[config.mk]
export PLATFORM = sky130hd
export DESIGN_NAME = pvc_vendor_regs
export DESIGN_NICKNAME = d
export VERILOG_FILES = /design/src/pvc_pkg.sv /design/src/pvc_err_counter.sv /design/src/pvc_downgrade.sv /design/src/pvc_vendor_regs.sv
export SDC_FILE = /design/constraint.sdc
export NUM_CORES = 1
export LEC_CHECK = 0
export ABC_AREA = 1
export BUFFER_PORTS_ARGS = -buffer_cell sky130_fd_sc_hd__buf_2
export CORE_MARGIN = 1.5
export CORE_UTILIZATION = 59
export DETAILED_ROUTE_END_ITERATION = 8
export GPL_ROUTABILITY_DRIVEN = 0
export HOLD_SLACK_MARGIN = 0.05
export PLACE_DENSITY = 0.79
export SLEW_MARGIN = 40
export SYNTH_ARGS = -nofsm -noshare
export SYNTH_HDL_FRONTEND = slang
export SYNTH_SLANG_ARGS = --single-unit
[constraint.sdc]
create_clock -name core_clk_i -period 2.15 [get_ports core_clk_i]
set_input_delay 0.215 -clock core_clk_i [delete_from_list [all_inputs] [get_ports core_clk_i]]
set_output_delay 0.215 -clock core_clk_i [all_outputs]
set_load 0.005 [all_outputs]
[src/pvc_pkg.sv]
package pvc_pkg;
   localparam logic [4:0]  ADDR_SPEED_CONFIG  = 5'h14;
   localparam logic [4:0]  ADDR_RX_ERR_COUNT  = 5'h15;
   localparam logic [4:0]  ADDR_EXT_POINTER   = 5'h1E;
   localparam logic [4:0]  ADDR_EXTENDED_DATA_WINDOW      = 5'h1F;
   localparam logic [15:0] EXT_TEN_MEG_POWER  = 16'h200A;
   localparam logic [15:0] EXT_COMBO_CONTROL  = 16'h4000;
   localparam logic [15:0] EXT_PAD_CONTROL    = 16'h4001;

   // Speed config fields
   localparam int          SPC_LATCH_BIT      = 11;
   localparam int          SPC_DG_EN_BIT      = 5;
   localparam int          SPC_ATT_LSB        = 2;
   localparam int          SPC_BYPASS_BIT     = 1;
   localparam logic [15:0] SPC_WRITE_MASK     = 16'h0FFE;
   localparam logic [15:0] SPC_RESET          = 16'h082C;
   localparam logic [2:0]  ATTEMPT_EXTRA      = 3'h2;

   // Ten-meg power control
   localparam int          TMP_IDLE_BIT       = 10;
   localparam logic [15:0] TMP_RESET          = 16'hCA02;

   // Combo control
   localparam int          CMB_JUMBO_BIT      = 5;
   localparam int          CMB_CRS_SRC_BIT    = 4;
   localparam int          CMB_RMII_EN_BIT    = 1;
   localparam int          CMB_CLK_SEL_BIT    = 0;
   localparam logic [15:0] CMB_RESET          = 16'h0000;

   // Pad control
   localparam int          PAD_ROUTE_BIT      = 15;
   localparam int          PAD_MAC_DR_LSB     = 4;
   localparam int          PAD_MGMT_PAD_DRIVE_STRENGTH_LSB    = 2;
   localparam logic [15:0] PAD_RESET          = 16'h80EF;

   localparam logic [15:0] COUNT_MAX          = 16'hFFFF;
   localparam logic [15:0] JUMBO_LIMIT        = 16'h4800;
   localparam logic [15:0] NORMAL_LIMIT       = 16'h1200;

   // Link stability time, 2.5 s at 20 MHz
   localparam longint      STABLE_TIME_MS     = 2500;
   localparam longint      CLK_HZ             = 20000000;
   localparam int          STABLE_CYCLES      = int'((STABLE_TIME_MS * CLK_HZ) / 1000);

   typedef enum logic [1:0] {
      PVC_MII      = 2'b00,
      PVC_REDUCED_MODE_VARIANT_E    = 2'b01,
      PVC_RMII_TWO = 2'b10,
      PVC_RMII_ONE = 2'b11
   } pvc_mode_t;

   typedef struct packed {
      logic        wr;
      logic        rd;
      logic [4:0]  addr;
      logic [15:0] wdata;
   } pvc_mgmt_req_t;

   typedef struct packed {
      logic [1:0]  mac_drive;
      logic [1:0]  mgmt_drive;
   } pvc_pad_drive_t;
endpackage

[src/pvc_err_counter.sv]
`timescale 1ns/1ps
module pvc_err_counter
   import pvc_pkg::*;
(
   input  wire logic        core_clk_i,
   input  wire logic        rstn_i,
   input  wire logic        event_i,
   input  wire logic        read_clear_i,
   output logic [15:0]      count_o
);
   logic [15:0] next_count;

   // Read clears, but an event in that cycle counts as one
   assign next_count = read_clear_i ? {15'h0000, event_i}
                     : (event_i && count_o != COUNT_MAX) ? count_o + 16'h0001
                     : count_o;

   always_ff @(posedge core_clk_i or negedge rstn_i)
   begin
      if (!rstn_i)
         count_o <= 16'h0000;
      else
         count_o <= next_count;
   end
endmodule // pvc_err_counter

[src/pvc_downgrade.sv]
`timescale 1ns/1ps
module pvc_downgrade
   import pvc_pkg::*;
#(
   parameter int STABLE_CNT = STABLE_CYCLES
)
(
   input  wire logic        core_clk_i,
   input  wire logic        rstn_i,
   input  wire logic        enable_i,
   input  wire logic [2:0]  attempts_i,
   input  wire logic        bypass_i,
   input  wire logic        link_up_i,
   input  wire logic        an_fail_i,
   output logic [3:0]       retry_count_o,
   output logic             downgrade_o
);
   // Zero would make every link look stable at once
   if (STABLE_CNT < 1)
   begin : g_stable_chk
      $error("STABLE_CNT must be positive");
   end

   logic [31:0] hold_cnt;
   logic        link_q;
   logic [3:0]  limit;
   logic        early_drop;
   logic        fail_evt;

   assign limit      = {1'b0, attempts_i} + {1'b0, ATTEMPT_EXTRA};
   assign early_drop = link_q && !link_up_i && !bypass_i
                       && hold_cnt < 32'(STABLE_CNT);
   assign fail_evt   = enable_i && !downgrade_o && (an_fail_i || early_drop);

   always_ff @(posedge core_clk_i or negedge rstn_i)
   begin
      if (!rstn_i)
      begin
         hold_cnt      <= 32'h00000000;
         link_q        <= 1'b0;
         retry_count_o <= 4'h0;
         downgrade_o   <= 1'b0;
      end
      else
      begin
         link_q   <= link_up_i;
         hold_cnt <= !link_up_i ? 32'h00000000
                   : (hold_cnt < 32'(STABLE_CNT)) ? hold_cnt + 32'h00000001 : hold_cnt;
         if (fail_evt)
            retry_count_o <= retry_count_o + 4'h1;
         if (fail_evt && retry_count_o + 4'h1 >= limit)
            downgrade_o <= 1'b1;
      end
   end
endmodule // pvc_downgrade

[src/pvc_vendor_regs.sv]
`timescale 1ns/1ps
module pvc_vendor_regs
   import pvc_pkg::*;
#(
   parameter int STABLE_CNT = STABLE_CYCLES
)
(
   input  wire logic            core_clk_i,
   input  wire logic            rstn_i,
   input  wire logic            soft_reset_i,
   input  wire pvc_mgmt_req_t   mgmt_req_i,
   output pvc_mode_t            mac_mode_o,
   output logic [15:0]          mgmt_rdata_o,
   output logic                 mgmt_rvalid_o,
   input  wire logic            strap_clk_sel_i,
   input  wire logic            strap_rxd1_i,
   input  wire logic            rx_error_i,
   input  wire logic            link_up_i,
   input  wire logic            an_fail_i,
   input  wire logic            ten_meg_mode_i,
   input  wire logic            tx_activity_i,
   input  wire logic            rmii_crs_dv_i,
   input  wire logic            rmii_rx_dv_i,
   input  wire logic            gen_irq_i,
   input  wire logic            wake_irq_i,
   input  wire logic            scan_mode_i,
   input  wire logic [15:0]     live_value_i,
   output logic                 dac_on_o,
   output logic [15:0]          frame_limit_o,
   output logic                 crs_dv_pad_o,
   output logic                 mac_clk_input_o,
   output logic                 led0_o,
   output pvc_pad_drive_t       pad_drive_o,
   output logic                 downgrade_o,
   output logic [3:0]           retry_count_o
);
   logic [15:0] speed_config;
   logic [15:0] ext_pointer;
   logic [15:0] ten_meg_power;
   logic [15:0] combo_control;
   logic [15:0] pad_control;
   logic [15:0] capture;
   logic        dg_enable_live;
   logic [2:0]  attempts_live;
   logic        strap_taken;
   logic        strap_led;
   logic        rstn_q;
   logic [15:0] err_count;
   logic [3:0]  dg_retry;
   logic        dg_done;

   // Extended register access via pointer
   wire         wr_data   = mgmt_req_i.wr && mgmt_req_i.addr == ADDR_EXTENDED_DATA_WINDOW;
   wire         rd_err    = mgmt_req_i.rd && mgmt_req_i.addr == ADDR_RX_ERR_COUNT;
   wire         wr_speed  = mgmt_req_i.wr && mgmt_req_i.addr == ADDR_SPEED_CONFIG;
   wire         wr_ptr    = mgmt_req_i.wr && mgmt_req_i.addr == ADDR_EXT_POINTER;
   wire         sel_power = ext_pointer == EXT_TEN_MEG_POWER;
   wire         sel_combo = ext_pointer == EXT_COMBO_CONTROL;
   wire         sel_pad   = ext_pointer == EXT_PAD_CONTROL;
   wire         latch_en  = speed_config[SPC_LATCH_BIT];
   wire [15:0]  ext_rdata = sel_power ? ten_meg_power
                          : sel_combo ? combo_control
                          : sel_pad   ? pad_control : 16'h0000;
   wire [15:0]  reg_rdata = (mgmt_req_i.addr == ADDR_SPEED_CONFIG) ? speed_config
                          : (mgmt_req_i.addr == ADDR_RX_ERR_COUNT) ? err_count
                          : (mgmt_req_i.addr == ADDR_EXT_POINTER)  ? ext_pointer
                          : (mgmt_req_i.addr == ADDR_EXTENDED_DATA_WINDOW)     ? ext_rdata
                          : live_value_i;
   wire [1:0]   mode_bits = {combo_control[CMB_RMII_EN_BIT], combo_control[CMB_CLK_SEL_BIT]};
   wire         rmii_mode = combo_control[CMB_RMII_EN_BIT];
   wire         dac_idle  = ten_meg_mode_i && ten_meg_power[TMP_IDLE_BIT] && !tx_activity_i;

   // Latch off: answer follows the live value, no capture held
   wire [15:0]  read_value = latch_en ? capture : reg_rdata;

   pvc_err_counter u_err
   (
      .core_clk_i   (core_clk_i),
      .rstn_i       (rstn_i),
      .event_i      (rx_error_i),
      .read_clear_i (rd_err),
      .count_o      (err_count)
   );

   pvc_downgrade #(.STABLE_CNT(STABLE_CNT)) u_dg
   (
      .core_clk_i    (core_clk_i),
      .rstn_i        (rstn_i),
      .enable_i      (dg_enable_live),
      .attempts_i    (attempts_live),
      .bypass_i      (speed_config[SPC_BYPASS_BIT]),
      .link_up_i     (link_up_i),
      .an_fail_i     (an_fail_i),
      .retry_count_o (dg_retry),
      .downgrade_o   (dg_done)
   );

   always_ff @(posedge core_clk_i or negedge rstn_i)
   begin
      if (!rstn_i)
         capture <= 16'h0000;
      else if (mgmt_req_i.rd && latch_en)
         capture <= reg_rdata;
   end

   always_ff @(posedge core_clk_i or negedge rstn_i)
   begin
      if (!rstn_i)
      begin
         speed_config  <= SPC_RESET;
         ext_pointer   <= 16'h0000;
         ten_meg_power <= TMP_RESET;
         pad_control   <= PAD_RESET;
      end
      else
      begin
         if (wr_speed)
            speed_config <= (mgmt_req_i.wdata & SPC_WRITE_MASK)
                          | (speed_config & ~SPC_WRITE_MASK);
         if (wr_ptr)
            ext_pointer <= mgmt_req_i.wdata;
         if (wr_data && sel_power)
            ten_meg_power <= mgmt_req_i.wdata;
         if (wr_data && sel_pad)
            pad_control <= mgmt_req_i.wdata;
      end
   end

   // Strap caught one cycle after reset release, never under async reset
   always_ff @(posedge core_clk_i or negedge rstn_i)
   begin
      if (!rstn_i)
      begin
         rstn_q        <= 1'b0;
         strap_taken   <= 1'b0;
         strap_led     <= 1'b0;
         combo_control <= CMB_RESET;
      end
      else
      begin
         rstn_q <= 1'b1;
         if (!strap_taken)
         begin
            strap_taken   <= 1'b1;
            strap_led     <= strap_rxd1_i;
            combo_control <= CMB_RESET | (16'(strap_clk_sel_i) << CMB_CLK_SEL_BIT);
         end
         else if (wr_data && sel_combo)
            combo_control <= mgmt_req_i.wdata;
      end
   end

   // Enable and attempts copied only at software reset or power-up
   always_ff @(posedge core_clk_i or negedge rstn_i)
   begin
      if (!rstn_i)
      begin
         dg_enable_live <= SPC_RESET[SPC_DG_EN_BIT];
         attempts_live  <= SPC_RESET[SPC_ATT_LSB +: 3];
      end
      else if (soft_reset_i)
      begin
         dg_enable_live <= speed_config[SPC_DG_EN_BIT];
         attempts_live  <= speed_config[SPC_ATT_LSB +: 3];
      end
   end

   always_ff @(posedge core_clk_i or negedge rstn_i)
   begin
      if (!rstn_i)
      begin
         mgmt_rdata_o    <= 16'h0000;
         mgmt_rvalid_o   <= 1'b0;
         mac_mode_o      <= PVC_MII;
         dac_on_o        <= 1'b1;
         frame_limit_o   <= NORMAL_LIMIT;
         crs_dv_pad_o    <= 1'b0;
         mac_clk_input_o <= 1'b0;
         led0_o          <= 1'b0;
         pad_drive_o     <= '0;
         downgrade_o     <= 1'b0;
         retry_count_o   <= 4'h0;
      end
      else
      begin
         mgmt_rdata_o    <= mgmt_req_i.rd ? (latch_en ? reg_rdata : read_value) : mgmt_rdata_o;
         mgmt_rvalid_o   <= mgmt_req_i.rd;
         mac_mode_o      <= pvc_mode_t'(mode_bits);
         mac_clk_input_o <= combo_control[CMB_CLK_SEL_BIT];
         dac_on_o        <= !dac_idle;
         frame_limit_o   <= combo_control[CMB_JUMBO_BIT] ? JUMBO_LIMIT : NORMAL_LIMIT;
         crs_dv_pad_o    <= rmii_mode ? (combo_control[CMB_CRS_SRC_BIT] ? rmii_rx_dv_i
                                                                        : rmii_crs_dv_i)
                                      : 1'b0;
         led0_o          <= strap_led && (pad_control[PAD_ROUTE_BIT] ? gen_irq_i
                                                                      : wake_irq_i);
         if (!scan_mode_i)
            pad_drive_o  <= '{mac_drive:  pad_control[PAD_MAC_DR_LSB +: 2],
                              mgmt_drive: pad_control[PAD_MGMT_PAD_DRIVE_STRENGTH_LSB +: 2]};
         downgrade_o     <= dg_done;
         retry_count_o   <= dg_retry;
      end
   end
endmodule // pvc_vendor_regs

* Word-level counts from Yosys, hierarchy flattened
Index checks and enable logic that the tools add are counted.
Word-level totals: input port bits 54, flip-flop bits (word level) 187, output and inout bits 48, word-level logic and storage cells 84
Operators by class: $lt $le $gt $ge 2, equal/unequal tests 10, bitwise gates (word level) 1, mux-type cells 17, add/subtract/negate cells 4, reduce and logical (&&, ||, !) cells 24
Operators by type and width (count):
- two-way mux 16 bit | 11
- two-way mux 32 bit | 2
- adder 32 x 1 -> 32 bit (second input constant) | 1
- == test 16 x 15 -> 1 bit (second input constant) | 2
- < comparator 32 x 26 -> 1 bit (second input constant) | 1
- == test 5 bit (second input constant) | 4
- logical AND 1 bit | 17
- adder 16 x 1 -> 16 bit (second input constant) | 1
- == test 16 x 14 -> 1 bit (second input constant) | 1
- != test 16 bit (second input constant) | 1
- OR 12 x 16 -> 16 bit | 1
- two-way mux 15 bit | 1
- logical NOT 1 bit | 5
- adder 3 x 2 -> 4 bit (second input constant) | 1
- adder 4 x 1 -> 4 bit (second input constant) | 1
- greater-or-equal comparator 4 bit | 1
- != test 2 x 1 -> 1 bit (second input constant) | 2
- two-way mux 1 bit | 3
- nonzero test 2 bit | 1
- logical OR 1 bit | 1

* Longest topological paths before layout
depth in word-level cells 8, gate-level depth with buffers 15, depth with buffers taken out 14

* Hierarchy
A second synthesis with hierarchy kept.
Unflattened totals: cell total of the unflattened synthesis 1219, area, all modules 9238.9 um^2
Modules (own cells, without submodules):
- pvc_vendor_regs | seq. area each 2880.3 um^2, cells an instance 731, instances 1, area each 5820.6 um^2
- pvc_downgrade | seq. area each 950.9 um^2, cells an instance 339, instances 1, area each 2397.3 um^2
- pvc_err_counter | seq. area each 400.4 um^2, cells an instance 149, instances 1, area each 1021.0 um^2

* Worst setup path before layout
OpenSTA, ideal clock, no wires.
path kind reg-to-reg, start point reg u_err.count_o[0], end point reg u_err.count_o[4], setup slack 0.446 ns, arrival time 1.582 ns, buffers on the path 0, cell stages (with the launch flop) 12, clock period less this slack 1.704 ns, cells stage by stage dfrtp_1 -> ha_1 -> nand2_1 -> inv_1 -> nand2_1 -> nor2_2 -> nand2_2 -> o21ai_4 -> nand2_4 -> nand3_1 -> xor2_1 -> nor2_1
Between the ends: word-level cells in the longest chain between the ends 3, elaborated cells on any way between the ends 6
Ends and longest elaborated chain:
- start: declaration | line pvc_err_counter.sv:9 | output logic [15:0] count_o
- start signal: assignment | line pvc_err_counter.sv:23 | count_o <= next_count;
- adder 16 x 1 -> 16 bit or != test 16 bit (tied branches) | line pvc_err_counter.sv:15 | : (event_i && count_o != COUNT_MAX) ? count_o + 16'h0001
- two-way mux 16 bit or logical AND 1 bit (tied branches) | line pvc_err_counter.sv:15
- two-way mux 16 bit or nonzero test 2 bit (tied branches)
Several ways; a longest one is shown, not always the timed one. The select of a mux whose other input is x is not followed. A chain may end at the register's enable or synchronous reset.

* Worst setup path in the final report
start point reg u_err.count_o[0], end point reg u_err.count_o[12]
The elaborated chain is that of the path after synthesis.

==> metrics.yaml <==
run_status:
  outcome: "completed"
timing:
  fmax_mhz: 504.2
  setup_viol_count_final: 0
  finalCritPeriodShare_pct: 92.24
  fin_worst_skew_ps: 5.815
  worstMarginPinSlew_ps: 613.9
  relSlewSlack_pct: 58.97
  tns_ps: 0
  fin_crit_ps: 1983
  rsz0062_at_grt: "false"
  hold_viol: 0
  drv_slew: 0
cells_and_area:
  layout-drive-gt1-share_pct: 16.13
  diodes: 0
  syn_to_final_growth_pct: 17.65
  fin_nets: 1283
  fin_util_pct: 70.59
logic_synthesis:
  async_flop_share_pct: 100.0
  synth_cell_types: 47
  synth-compound-area-share_pct: 10.57
  synth_most_common_cell: "nand2_1"
  synth_area_leaders: "dfrtp_1 42%, nand2_1 14%, dfstp_2 6.7%"
  synth-simple-area-share_pct: 27.84
  synth_seq_cells: 168
  ys.flop_type: "dfrtp_1"
  avgSynthCellArea_um2: 7.825
  synth_common_cells: "318 x nand2_1, 146 x dfrtp_1, 112 x nor2_1"
  synth_fa_ha_area_share_pct: 1.157
  synth_xor_area_share_pct: 2.328
  synth_top_family_by_area: "simple AND/OR/NAND/NOR gates"
  yosys_warnings: 0
  synth_mux_area_share_pct: 0.8963
  synthCells: 1106
  syn_area_um2: 8655
  yosysTopAreaCell: "dfrtp_1"
  yosysTopAreaCellShare_pct: 42.21
  synth_edf_count: 0
  ys_seq_area_share_pct: 48.89
die:
  die_h_um: 124.1
  fp.dieW_um: 124.1
  row_count: 44
  core_area_um2: 14420
  die_area_um2: 15400
  pin_count: 102
  start_util_pct: 60.00
power:
  combPwrFrac_pct: 12.6
  p_seq_share_pct: 47.6
  switching_share_pct: 27.20
  internal_power_mw: 5.684
  p_sw_mw: 2.124
  ir_drop_mv: 0.6330
  power_frac_clock_pct: 39.9
  cellPowerDensity_nw_per_um2: 766.8
  leakagePower_nw: 5.058
cts:
  cts.clk_slew.worst_paths_ps: 60
  htreeDepth: 4
  clock_path_buffers: 2
  cts_sinks: 168
  cts-root-buf: "clkbuf_16"
  cts_buffers: 17
  insertion_delay_ps: 440
  cts_tree: "yes"
detailed_routing:
  dr.first_iter.drc_count: 743
  drc: 0
  ant_nets: 0
  vias_per_cell: 5.444
  routed_wl_um: 21240
  wl_per_cell_um: 14.98
  num_vias: 7720
  drt_pass1_iterations: 5
setup_path:
  critPathArrivalTime_ps: 2340
  worstSetupEndpointType: "flop"
  critPathRequiredTime_ps: 2510
  cp-start-kind: "flop"
  path_class: "reg2reg"
  crit_fanout: 8
grt:
  grt.total_usage_pct: 29.13
  antenna_found_initial: 0
  grt_pass1_vias: 6975
  grt-ovfl-total: 0
  grt_pass1_wl_um: 34400
  grt_max_degree: 48
job:
  cap_violations: 0
min_path:
  min_path_type: "in2reg"
place:
  io_buffers: 89
  post-dp-hpwl_um: 15140
[cell families (layout without fill, tap and decap cells)]
kind of cell | after synthesis | count (layout)
simple gates | 569 | 569
mux | 7 | 7
buf+inv | 163 | 280
xor+xnor | 23 | 23
flops | 168 | 168
other cells | 2 | 13
fa+ha+maj | 8 | 8
compound gates | 166 | 166
[flip-flops by register name, summed over array words and instances (netlist names), 2 cells and up]
| register | count |
|---|---|
| combo_control | 16 |
| attempts_live | 3 |
| frame_limit_o | 2 |
| ten_meg_power | 16 |
| pad_control | 16 |
| mac_mode_o | 2 |
| ext_pointer | 16 |
| u_err.count_o | 16 |
| u_dg.retry_count_o | 4 |
| mgmt_rdata_o | 16 |
| pad_drive_o | 4 |
| speed_config | 11 |
| retry_count_o | 4 |
| u_dg.hold_cnt | 32 |
[routing by layer]
| metal | vias up | GRT usage [%] | routed length, µm |
|---|---|---|---|
| met5 | - | 0 | 0 |
| met1 | 3666 | 41.80 | 9795 |
| met2 | 274 | 45.23 | 9752 |
| met3 | 17 | 6.410 | 1502 |
| met4 | 0 | 7.244 | 187 |
| li1 | 3763 | - | - |
[placed cells by master, fill, tap and decap left out, types with 15 or more instances in the layout]
cell type / synthesis / final
nand3_1: 78 / 78
a21oi_1: 34 / 34
o31ai_1: 15 / 15
nand4_1: 19 / 19
nand2_1: 318 / 318
o21ai_0: 93 / 93
clkbuf_16: 0 / 17
xor2_1: 16 / 16
buf_2: 7 / 88
nor2_1: 112 / 112
inv_1: 102 / 102
dfrtp_1: 146 / 146
dfstp_2: 22 / 22
buf_4: 16 / 25
dlygate4sd3_1: 0 / 25
[final cells by class]
class                   count  area, µm²
clock buffers              22      484.2
clock inverters            10      118.9
fillers                  1151       4242
inverters                 105      394.1
multi-input cells         786       3754
flip-flops and latches    168       4232
well taps                 184      230.2
repair buffers            143      969.7
[power by group through the flow]
stage,clock [mW],combinational [mW],sequential [mW]
final,3.11,0.980,3.71
after global routing,3.27,1.13,3.75
after CTS,3.13,0.979,3.71
after detailed placement,0,0.940,3.76
after global placement,0,0.912,3.75
after floorplan,0,0.608,3.68
[metrics by stage]
stage	power, mW	instances	hold WS [ps]	cell area [µm²]	setup slack, ps
finish	7.808	1418	68.40	10180	166.8
global route	8.146	1418	68.39	10180	13.32
CTS	7.816	1416	64.79	10170	106.5
detailed placement	4.695	1359	118.1	9313	173.9
global placement	4.662	1359	119.4	9313	251.8
floorplan	4.292	1117	-80.59	8696	445.6
[final timing paths]
check	from	to	slack, ps	cells past startpoint
min in group asynchronous	rstn_i	mgmt_rdata_o[12]$_DFFE_PN0P_	230	2
min	link_up_i	u_dg.link_q$_DFF_PN0_	70	1
max reg2reg	u_err.count_o[0]$_DFFE_PN0P_	u_err.count_o[12]$_DFFE_PN0P_	170	12
max in group asynchronous	rstn_i	pad_control[6]$_DFFE_PN1P_	1230	3
max	u_err.count_o[0]$_DFFE_PN0P_	u_err.count_o[12]$_DFFE_PN0P_	170	12
min reg2reg	u_dg.downgrade_o$_DFFE_PN0P_	downgrade_o$_DFF_PN0_	420	0
[critical path, stage by stage (launching register included)]
cell and delay [ps]:
dfrtp_1 390, ha_1 190, nand2_1 60, inv_1 110
nand2_1 80, nor2_2 140, nand2_2 110, o21ai_4 290
buf_4 170, nor2_2 40, nand2_1 100, o21ai_0 90
a21oi_1 130
[repair_timing]
item                                    4_1_cts  5_1_grt
hold buffers                                 25        0
endpoints found under the hold margin       128        0
gates resized for setup                       0        1
endpoints found under the setup margin        0        5
buffers inserted                              0        2
No activity file was read; power rests on OpenSTA's default activity.
